[src/verilog/pir_adv_pkg.sv]
/*
 * Constants of the motion engine advanced register set: register indices,
 * field positions, bus answers and counts for the white-light logic.
 * Assumes a 32-bit AXI4-Lite bus with one register per aligned word.
 */
package pir_adv_pkg;
   // ----------------------------------------
   // Register indices (byte address = 4 * index)
   // ----------------------------------------
   localparam logic [7:0] IDX_CTL0 = 8'hF0;
   localparam logic [7:0] IDX_WLT = 8'hF1;
   localparam logic [7:0] IDX_WIN = 8'hF2;
   localparam logic [7:0] IDX_CAP_H = 8'hF3;
   localparam logic [7:0] IDX_CAP_L = 8'hF4;
   localparam logic [7:0] IDX_AVG = 8'hF5;
   localparam logic [7:0] IDX_DBT = 8'hF6;
   localparam logic [7:0] IDX_DBM = 8'hF7;
   localparam logic [7:0] IDX_TRS = 8'hF8;
   localparam logic [7:0] IDX_NOI = 8'hF9;
   localparam logic [7:0] IDX_SMP_H = 8'hFA;
   localparam logic [7:0] IDX_SMP_L = 8'hFB;
   localparam logic [7:0] IDX_DC_H = 8'hFC;
   localparam logic [7:0] IDX_DC_L = 8'hFD;
   localparam logic [7:0] IDX_EXS = 8'hFE;
   localparam logic [7:0] IDX_EXT = 8'hFF;
   localparam logic [7:0] IDX_REV = 8'hEF;
   // ----------------------------------------
   // Control register 0 bits
   // ----------------------------------------
   localparam int B_VREF = 7;
   localparam int B_WLDET = 6;
   localparam int B_JAM = 5;
   localparam int B_REFR = 4;
   localparam int B_NEW = 3;
   localparam int B_ORIG = 2;
   localparam int B_NOISE = 1;
   localparam int B_TRANS = 0;
   localparam logic [7:0] CTL0_FLAGS = 8'h4B;
   // ----------------------------------------
   // Reset values, sensitivity readback mask and bus answers
   // ----------------------------------------
   localparam logic [7:0] CFG_RESET = 8'h00;
   localparam logic [7:0] SENS_MASK = 8'h7F;
   localparam logic [1:0] RESP_OKAY = 2'h0;
   localparam logic [1:0] RESP_SLVERR = 2'h2;
   // ----------------------------------------
   // White-light counts, in constructed samples except JAM_EVENTS, in events
   // ----------------------------------------
   localparam logic [7:0] WL_SCAN_STEP = 8'h05;
   localparam logic [3:0] JAM_EVENTS = 4'hC;
   localparam logic [15:0] JAM_WINDOW = 16'h0064;
   localparam logic [15:0] JAM_QUIET = 16'h00C8;
endpackage : pir_adv_pkg

[src/verilog/pir_adv_regs.sv]
/*
 * Advanced register set of the motion engine with its white-light
 * scan, debounce and anti-jam logic, reached over AXI4-Lite.
 * Assumes engine-side inputs come from logic on aclk.
 */
// Our own choice: the AXI4-Lite slave port.
`timescale 1ns/1ps
// What this block does
// - Read-only revision byte, writes ignored
// - Engine init never loads configuration defaults
// - Bit 7 selects external ADC reference
// - Bit 6 flags white-light event, software clears
// - Anti-jam ignores events after twelve quickly
// - Refresh bit at init refills sample buffers
// - Bit 3 flags new sample, software clears
// - Bit 2 records which detector fired
// - Bit 0 flags transient, software clears
// - Bits 7-4 set white-light debounce count
// - Bits 3-0 set scan interval, steps of five
// - Publish 16-bit processing capacity indicator
// - Byte at F5h sets sample averaging
// - Byte at F7h sets out-of-window mask
// - Expose latest sensor sample, 16 bits
// - Expose sensor DC offset, 16 bits
module pir_adv_regs #(
   parameter int ADDR_W = 10,
   parameter logic [7:0] REVISION = 8'h5A // Arbitrary value
) (
   // Clock, reset, enable
   input wire logic aclk,
   input wire logic aresetn,
   input wire logic ce,
   // AXI4-Lite write
   input wire logic [ADDR_W-1:0] awaddr,
   input wire logic awvalid,
   output logic awready,
   input wire logic [31:0] wdata,
   input wire logic [3:0] wstrb,
   input wire logic wvalid,
   output logic wready,
   output logic [1:0] bresp,
   output logic bvalid,
   input wire logic bready,
   // AXI4-Lite read
   input wire logic [ADDR_W-1:0] araddr,
   input wire logic arvalid,
   output logic arready,
   output logic [31:0] rdata,
   output logic [1:0] rresp,
   output logic rvalid,
   input wire logic rready,
   // Engine events and values
   input wire logic engine_init,
   input wire logic constructed_sample,
   input wire logic wl_result_valid,
   input wire logic wl_above_threshold,
   input wire logic wl_threshold_zero,
   input wire logic sample_valid,
   input wire logic [15:0] sample_in,
   input wire logic [15:0] dc_offset_in,
   input wire logic [15:0] capacity_in,
   input wire logic motion_detect,
   input wire logic motion_extended,
   input wire logic transient_event,
   input wire logic noise_event,
   // Engine controls
   output logic vref_external,
   output logic vref_internal_1v,
   output logic buffer_refresh,
   output logic wl_scan,
   output logic wl_event,
   output logic wl_jammed,
   output logic [7:0] window_lock_control,
   output logic [7:0] sample_averaging_amount,
   output logic [7:0] motion_debounce_time,
   output logic [7:0] debounce_out_of_window_mask,
   output logic [6:0] transient_sensitivity_level,
   output logic [6:0] noise_sensitivity_level,
   output logic [7:0] extended_detector_sensitivity,
   output logic [7:0] extended_detector_timeout
);
   // ----------------------------------------
   // State
   // ----------------------------------------
   typedef struct packed {
      logic awready;
      logic wready;
      logic arready;
      logic bvalid;
      logic rvalid;
      logic aw_got;
      logic w_got;
      logic [7:0] aw_idx;
      logic [7:0] w_byte;
      logic w_lane;
      logic [7:0] ar_idx;
      logic [1:0] bresp;
      logic [1:0] rresp;
      logic [7:0] rdata;
      logic [7:0] ctl0;
      logic [7:0] wlt;
      logic [7:0] win;
      logic [7:0] avg;
      logic [7:0] dbt;
      logic [7:0] dbm;
      logic [6:0] trs;
      logic [6:0] noi;
      logic [7:0] exs;
      logic [7:0] ext;
      logic [15:0] smp;
      logic [15:0] dc;
      logic [15:0] cap;
      logic vref_int;
      logic refresh;
      logic scan;
      logic event_p;
      logic [7:0] scan_cnt;
      logic [3:0] run;
      logic [3:0] jam_cnt;
      logic [15:0] jam_win;
      logic jam;
      logic [15:0] quiet;
   } state_t;

   state_t s_q;
   state_t s_d;

   logic [7:0] aw_idx_in;
   logic [7:0] ar_idx_in;
   logic [7:0] rd_byte;
   logic rd_ok;
   logic wr_ok;
   logic [7:0] set0;
   logic [7:0] scan_len;
   logic [3:0] db_need;
   logic raw_event;

   assign aw_idx_in = awaddr[9:2];
   assign ar_idx_in = araddr[9:2];

   // ----------------------------------------
   // Read decode
   // ----------------------------------------
   always_comb begin
      rd_ok = 1'b1;
      unique case (ar_idx_in)
         pir_adv_pkg::IDX_REV: rd_byte = REVISION;
         pir_adv_pkg::IDX_CTL0: rd_byte = s_q.ctl0;
         pir_adv_pkg::IDX_WLT: rd_byte = s_q.wlt;
         pir_adv_pkg::IDX_WIN: rd_byte = s_q.win;
         pir_adv_pkg::IDX_CAP_H: rd_byte = s_q.cap[15:8];
         pir_adv_pkg::IDX_CAP_L: rd_byte = s_q.cap[7:0];
         pir_adv_pkg::IDX_AVG: rd_byte = s_q.avg;
         pir_adv_pkg::IDX_DBT: rd_byte = s_q.dbt;
         pir_adv_pkg::IDX_DBM: rd_byte = s_q.dbm;
         pir_adv_pkg::IDX_TRS: rd_byte = {1'b0, s_q.trs};
         pir_adv_pkg::IDX_NOI: rd_byte = {1'b0, s_q.noi};
         pir_adv_pkg::IDX_SMP_H: rd_byte = s_q.smp[15:8];
         pir_adv_pkg::IDX_SMP_L: rd_byte = s_q.smp[7:0];
         pir_adv_pkg::IDX_DC_H: rd_byte = s_q.dc[15:8];
         pir_adv_pkg::IDX_DC_L: rd_byte = s_q.dc[7:0];
         pir_adv_pkg::IDX_EXS: rd_byte = s_q.exs;
         pir_adv_pkg::IDX_EXT: rd_byte = s_q.ext;
         default: begin
            rd_byte = 8'h00;
            rd_ok = 1'b0;
         end
      endcase
   end

   // ----------------------------------------
   // Next state
   // ----------------------------------------
   always_comb begin
      s_d = s_q;
      s_d.refresh = 1'b0;
      s_d.scan = 1'b0;
      s_d.event_p = 1'b0;
      set0 = 8'h00;
      wr_ok = 1'b0;
      raw_event = 1'b0;
      scan_len = 8'((32'(s_q.wlt[3:0]) + 1) * 32'(pir_adv_pkg::WL_SCAN_STEP));
      db_need = (s_q.wlt[7:4] == 4'h0) ? 4'h1 : s_q.wlt[7:4];

      // Bus write channel capture
      if (awvalid && s_q.awready) begin
         s_d.aw_got = 1'b1;
         s_d.aw_idx = aw_idx_in;
      end
      if (wvalid && s_q.wready) begin
         s_d.w_got = 1'b1;
         s_d.w_byte = wdata[7:0];
         s_d.w_lane = wstrb[0];
      end
      if (s_q.bvalid && bready) begin
         s_d.bvalid = 1'b0;
      end

      // Engine status and values
      s_d.cap = capacity_in;
      s_d.dc = dc_offset_in;
      if (sample_valid) begin
         s_d.smp = sample_in;
         set0[pir_adv_pkg::B_NEW] = 1'b1;
      end
      if (transient_event) begin
         set0[pir_adv_pkg::B_TRANS] = 1'b1;
      end
      if (noise_event) begin
         set0[pir_adv_pkg::B_NOISE] = 1'b1;
      end
      if (motion_detect) begin
         s_d.ctl0[pir_adv_pkg::B_ORIG] = motion_extended;
      end
      if (engine_init) begin
         // Configuration is left as software wrote it
         s_d.vref_int = 1'b1;
         s_d.refresh = s_q.ctl0[pir_adv_pkg::B_REFR];
      end

      // White-light scan pacing
      if (constructed_sample) begin
         if (s_q.scan_cnt + 8'h01 >= scan_len) begin
            s_d.scan_cnt = 8'h00;
            s_d.scan = !wl_threshold_zero;
         end else begin
            s_d.scan_cnt = s_q.scan_cnt + 8'h01;
         end
      end

      // White-light debounce
      if (wl_result_valid) begin
         if (wl_above_threshold && !wl_threshold_zero) begin
            if (s_q.run + 4'h1 >= db_need) begin
               raw_event = 1'b1;
               s_d.run = 4'h0;
            end else begin
               s_d.run = s_q.run + 4'h1;
            end
         end else begin
            s_d.run = 4'h0;
         end
      end

      // Anti-jam
      if (raw_event && !s_q.jam) begin
         s_d.event_p = 1'b1;
         set0[pir_adv_pkg::B_WLDET] = 1'b1;
         if (s_q.ctl0[pir_adv_pkg::B_JAM]) begin
            if (s_q.jam_cnt + 4'h1 >= pir_adv_pkg::JAM_EVENTS) begin
               s_d.jam = 1'b1;
               s_d.jam_cnt = 4'h0;
               s_d.quiet = 16'h0000;
            end else begin
               s_d.jam_cnt = s_q.jam_cnt + 4'h1;
            end
            if (s_q.jam_cnt == 4'h0) begin
               s_d.jam_win = 16'h0000;
            end
         end
      end else if (constructed_sample && s_q.jam_cnt != 4'h0) begin
         if (s_q.jam_win + 16'h0001 >= pir_adv_pkg::JAM_WINDOW) begin
            s_d.jam_cnt = 4'h0;
         end else begin
            s_d.jam_win = s_q.jam_win + 16'h0001;
         end
      end
      if (s_q.jam) begin
         if (raw_event) begin
            s_d.quiet = 16'h0000;
         end else if (constructed_sample) begin
            if (s_q.quiet + 16'h0001 >= pir_adv_pkg::JAM_QUIET) begin
               s_d.jam = 1'b0;
            end else begin
               s_d.quiet = s_q.quiet + 16'h0001;
            end
         end
         if (!s_q.ctl0[pir_adv_pkg::B_JAM]) begin
            s_d.jam = 1'b0;
         end
      end

      // Register write once both channels are in
      if (s_d.aw_got && s_d.w_got && !s_q.bvalid) begin
         s_d.aw_got = 1'b0;
         s_d.w_got = 1'b0;
         s_d.bvalid = 1'b1;
         wr_ok = s_d.w_lane;
         s_d.bresp = pir_adv_pkg::RESP_OKAY;
         unique case (s_d.aw_idx)
            pir_adv_pkg::IDX_CTL0: begin
               // Flags only clear; engine sets win over clears
               s_d.ctl0[7] = wr_ok ? s_d.w_byte[7] : s_q.ctl0[7];
               s_d.ctl0[5:4] = wr_ok ? s_d.w_byte[5:4] : s_q.ctl0[5:4];
               if (wr_ok) begin
                  s_d.ctl0 = s_d.ctl0 & ~(pir_adv_pkg::CTL0_FLAGS & ~s_d.w_byte);
               end
            end
            pir_adv_pkg::IDX_WLT: s_d.wlt = wr_ok ? s_d.w_byte : s_q.wlt;
            pir_adv_pkg::IDX_WIN: s_d.win = wr_ok ? s_d.w_byte : s_q.win;
            pir_adv_pkg::IDX_AVG: s_d.avg = wr_ok ? s_d.w_byte : s_q.avg;
            pir_adv_pkg::IDX_DBT: s_d.dbt = wr_ok ? s_d.w_byte : s_q.dbt;
            pir_adv_pkg::IDX_DBM: s_d.dbm = wr_ok ? s_d.w_byte : s_q.dbm;
            pir_adv_pkg::IDX_TRS: s_d.trs = wr_ok ? s_d.w_byte[6:0] : s_q.trs;
            pir_adv_pkg::IDX_NOI: s_d.noi = wr_ok ? s_d.w_byte[6:0] : s_q.noi;
            pir_adv_pkg::IDX_EXS: s_d.exs = wr_ok ? s_d.w_byte : s_q.exs;
            pir_adv_pkg::IDX_EXT: s_d.ext = wr_ok ? s_d.w_byte : s_q.ext;
            pir_adv_pkg::IDX_REV, pir_adv_pkg::IDX_CAP_H, pir_adv_pkg::IDX_CAP_L,
            pir_adv_pkg::IDX_SMP_H, pir_adv_pkg::IDX_SMP_L,
            pir_adv_pkg::IDX_DC_H, pir_adv_pkg::IDX_DC_L: begin
               s_d.bresp = pir_adv_pkg::RESP_OKAY;
            end
            default: s_d.bresp = pir_adv_pkg::RESP_SLVERR;
         endcase
      end
      s_d.ctl0 = s_d.ctl0 | set0;

      // Read channel
      if (s_q.rvalid && rready) begin
         s_d.rvalid = 1'b0;
      end
      if (arvalid && s_q.arready) begin
         s_d.rvalid = 1'b1;
         s_d.ar_idx = ar_idx_in;
         s_d.rdata = rd_byte;
         s_d.rresp = rd_ok ? pir_adv_pkg::RESP_OKAY : pir_adv_pkg::RESP_SLVERR;
      end
      s_d.awready = !s_d.aw_got && !s_d.bvalid;
      s_d.wready = !s_d.w_got && !s_d.bvalid;
      s_d.arready = !s_d.rvalid;
   end

   // ----------------------------------------
   // Registers
   // ----------------------------------------
   always_ff @(posedge aclk) begin
      if (!aresetn) begin
         s_q <= '0;
         s_q.ctl0 <= pir_adv_pkg::CFG_RESET;
      end else if (ce) begin
         s_q <= s_d;
      end
   end

   // ----------------------------------------
   // Outputs
   // ----------------------------------------
   assign awready = s_q.awready;
   assign wready = s_q.wready;
   assign bvalid = s_q.bvalid;
   assign bresp = s_q.bresp;
   assign arready = s_q.arready;
   assign rvalid = s_q.rvalid;
   assign rresp = s_q.rresp;
   assign rdata = {24'h000000, s_q.rdata};
   assign vref_external = s_q.ctl0[pir_adv_pkg::B_VREF];
   assign vref_internal_1v = s_q.vref_int;
   assign buffer_refresh = s_q.refresh;
   assign wl_scan = s_q.scan;
   assign wl_event = s_q.event_p;
   assign wl_jammed = s_q.jam;
   assign window_lock_control = s_q.win;
   assign sample_averaging_amount = s_q.avg;
   assign motion_debounce_time = s_q.dbt;
   assign debounce_out_of_window_mask = s_q.dbm;
   assign transient_sensitivity_level = s_q.trs;
   assign noise_sensitivity_level = s_q.noi;
   assign extended_detector_sensitivity = s_q.exs;
   assign extended_detector_timeout = s_q.ext;
endmodule : pir_adv_regs

[config.mk]
export PLATFORM = sky130hd
export DESIGN_NAME = pir_adv_regs
export DESIGN_NICKNAME = d
export VERILOG_FILES = /design/src/verilog/pir_adv_pkg.sv /design/src/verilog/pir_adv_regs.sv
export SDC_FILE = /design/constraint.sdc
export NUM_CORES = 1
export LEC_CHECK = 0
export ABC_AREA = 1
export BUFFER_PORTS_ARGS = -buffer_cell sky130_fd_sc_hd__buf_2
export CAP_MARGIN = 20
export CORE_UTILIZATION = 58
export CTS_BUF_LIST = sky130_fd_sc_hd__clkbuf_2
export CTS_CLUSTER_DIAMETER = 60
export DETAILED_ROUTE_END_ITERATION = 6
export MAX_ROUTING_LAYER = met4
export PLACE_DENSITY_LB_ADDON = 0.15
export SLEW_MARGIN = 10
export SYNTH_ARGS = -nofsm -noshare
export SYNTH_HDL_FRONTEND = slang
export SYNTH_SLANG_ARGS = --single-unit
[constraint.sdc]
create_clock -name aclk -period 3.8 [get_ports aclk]
set_input_delay 0.38 -clock aclk [delete_from_list [all_inputs] [get_ports aclk]]
set_output_delay 0.38 -clock aclk [all_outputs]
set_load 0.005 [all_outputs]
==> results.yml <==
die:
  num_io_pins: 231
  fp.dieArea_um2: 20790
  num_rows: 51
  chipWidth_um: 144.2
  design.core.area_um2: 19650
  initial_core_util: 0.5966
  die-height_um: 144.2
grt:
  grt_pass1_vias: 10550
  grt_first_pass_wirelength_um: 50790
  grt.overflow.total: 0
  grt_max_degree: 82
  grtUsageTotal: 0.3189
  antenna_found_initial: 5
synth:
  synth_seq_cells: 213
  ys_warn_count: 0
  synth_edf_count: 0
  synthCells: 1700
  yosysTopAreaCellShare: 0.3636
  syn_avg_cell_area_um2: 6.898
  synth.largest_area_cell: "dfxtp_1"
  synth_flop_cell: "dfxtp_1"
  synth_area_um2: 11730
  synth.distinct_cells: 53
  ys_top_cells_by_area: "dfxtp_1 (36%), nand2_1 (9.2%), o21ai_0 (7.3%), nor2_1 (6.6%), buf_4 (6.5%)"
  synth.yosys.seq_area_share: 0.3636
  synth_async_sr_flop_share: 0
timing:
  hold_violations: 0
  min_period_over_period: 0.9128
  setup_viol: 0
  fin_skew_ps: 84.29
  tns_ps: 0
  relSlewSlack: 0.3104
  rsz0062_at_grt: "no"
  tightest_slew_ps: 1027
  period_minus_slack_ps: 3469
  fmax_ghz: 0.2883
  drv_slew: 0
worst_setup_path:
  path_common_cell: "nor2_1"
  rr_startpoint: "s_q[165]"
  path_cells: "nand3_1, xor2_1, xor2_1, ha_1, inv_1, fa_1, nor4_1, a31oi_1, ha_1, nand2_1, nor2_1, nand4_1, o2111ai_1, nor2_1, a22oi_1, nor2_1"
  cp-startpoint: "s_q[165]"
  r2r_end: "s_q[47]"
  critical_path_required_ps: 4550
  critPathCapture: "s_q[47]"
  path_depth: 16
  cp_num_buf_inv: 1
  end_kind: "register"
  max_stage_delay_ps: 440
  path_class: "register to register"
  reg2reg_slack_ps: 330
  slowest_stage: "nor2_1"
  critPathTopFamily: "simple AND/OR/NAND/NOR gates"
  arrival_ps: 4220
  start_kind: "register"
  reg2regPathDepth: 16
  crit_fanout: 8
job:
  cap_violations: 0
cts:
  cts_tree: "done"
  clkLatencyLatePin_ps: 880
  cts-root-buf: "clkbuf_2"
  cts.sinks: 213
  cts_buffer_depth: 3
  ctsResizeCount: 0
  cts-htree-levels: 2
  cts_buffers: 55
  path_clk_slew_ps: 110
final_layout:
  n_fill_cell: 1778
  multiInputGateArea_um2: 5751
  drive_gt1_frac: 0.1724
  design_area_um2: 13340
  syn_to_final_growth_pct: 13.75
  seq_area_um2: 4264
  mostFrequentLayoutCells: "nand2_1 (287), dfxtp_1 (213), nor2_1 (205), inv_1 (198), buf_2 (172)"
  layout_commonest_cell: "nand2_1"
  finalNetCount: 2027
detailed_routing:
  wl_per_cell_um: 14.96
  via_count: 11720
  detail_route.wirelength_um: 32770
  drtAntennaViolNets: 0
  vias_per_cell: 5.353
  dr.pass1.iters: 7
  dr.first_iter.drc_count: 801
  drcViolationCount: 1
power_and_ir_drop:
  vdd_ir_drop_max_mv: 0.2913
  p_per_area_nw_per_um2: 326.3
  p_leak_nw: 6.092
run_status:
  violations: "design-rule violations"
  status: "finished, violations left"
worst_hold_path:
  whs_path_depth: 4
  hp-class: "input pin to register"
placement:
  dp_hpwl_um: 22790
  place.gp.congestion: 0.9222
  port_buffers: 173
  placed_cell_area_um2: 12050
## final cells by class
| class | instances | share of cell area |
|---|---|---|
| diodes | 5 | 0.0009380 |
| clock buffers | 82 | 0.03077 |
| clock inverters | 13 | 0.004596 |
| inverters | 209 | 0.05900 |
| multi-input cells | 1143 | 0.4311 |
| flip-flops and latches | 213 | 0.3197 |
| well taps | 265 | 0.02486 |
| repair buffers | 260 | 0.1291 |
## worst min path at each step
stage	endpoint	slack, ps	from
finish	s_q[1]	50	constructed_sample
global route	s_q[217]	50	ce
CTS	s_q[1]	10	constructed_sample
detailed placement	s_q[216]	440	s_q[216]
global placement	s_q[216]	440	s_q[216]
floorplan	s_q[15]	420	s_q[15]
## stage by stage
| step | power (W) | instances | utilization | hold slack (ps) | setup WS [ps] |
|---|---|---|---|---|---|
| final | 0.004353 | 2190 | 0.6787 | 50.20 | 331.2 |
| after global routing | 0.004560 | 2190 | 0.6787 | 54.26 | 63.28 |
| after CTS | 0.004366 | 2185 | 0.6781 | 10.93 | 362.5 |
| after detailed placement | 0.002796 | 2010 | 0.6133 | 444.8 | 406.7 |
| after global placement | 0.002786 | 2010 | 0.6133 | 438.2 | 476.5 |
| after floorplan | 0.002674 | 1725 | - | 421.6 | 832.9 |
## layer usage
metal / up-vias / global-route usage / share of wire
met5: - / - / 0
met4: 0 / 0.1507 / 0.036
met3: 86 / 0.05166 / 0.070
met2: 482 / 0.5174 / 0.47
met1: 5326 / 0.3873 / 0.43
li1: 5830 / - / -
## report_power, final
| part | switching (W) | internal [W] |
|---|---|---|
| clock | 0.000957 | 0.000575 |
| combinational | 0.000297 | 0.000186 |
| sequential | 0.0000432 | 0.00229 |
## worst min-delay path: cells and delay by family
family	cells	cell delay [ps]
buffers and inverters	1	180
AND/OR/NAND/NOR	2	170
AO/OA/AOI/OAI	1	110
## registers in the layout, indices dropped and copies added, names as in the netlist
register and flops:
extended_detector_timeout 8, wready 1, wl_jammed 1, rresp 1, motion_debounce_time 8, transient_sensitivity_level 7
sample_averaging_amount 8, rdata 8, bresp 1, window_lock_control 8, awready 1, s_q 130
buffer_refresh 1, noise_sensitivity_level 7, rvalid 1, vref_internal_1v 1, wl_scan 1, extended_detector_sensitivity 8
arready 1, bvalid 1, debounce_out_of_window_mask 8, wl_event 1, vref_external 1
## kinds of logic (layout without fill, tap and decap cells)
kind of cell,after synthesis,after routing,share of synthesized area
AOI/OAI and AO/OA,393,393,0.1821
xor gates and xnor gates,20,20,0.01494
adders and majority gates,23,23,0.02518
buffers and inverters,369,564,0.1542
DFF,213,213,0.3636
muxes,1,1,0.0008536
other,1,31,0.0003198
and+or+nand+nor,680,680,0.2588
## synth_stat cells (all sizes together), types with 2 or more instances
cell type and count:
clkbuf 39, xor2 13, o211a 2, dfxtp 213
o211ai 3, clkinv 2, nor4 3, nand2 300
a211oi 11, nand4 26, a21oi 137, a22o 3
buf 121, inv 207, o21ai 198, ha 22
a221oi 2, o22ai 25, nand3 98, xnor2 7
nand3b 4, nor2 224, nor3 19, a22oi 7
or2 6, o31ai 2
## what timing repair did
action	in CTS	in global routing
endpoints found under the hold margin	89	0
hold buffers	80	0
buffers inserted	0	0
(Power assumes the default switching activity.)
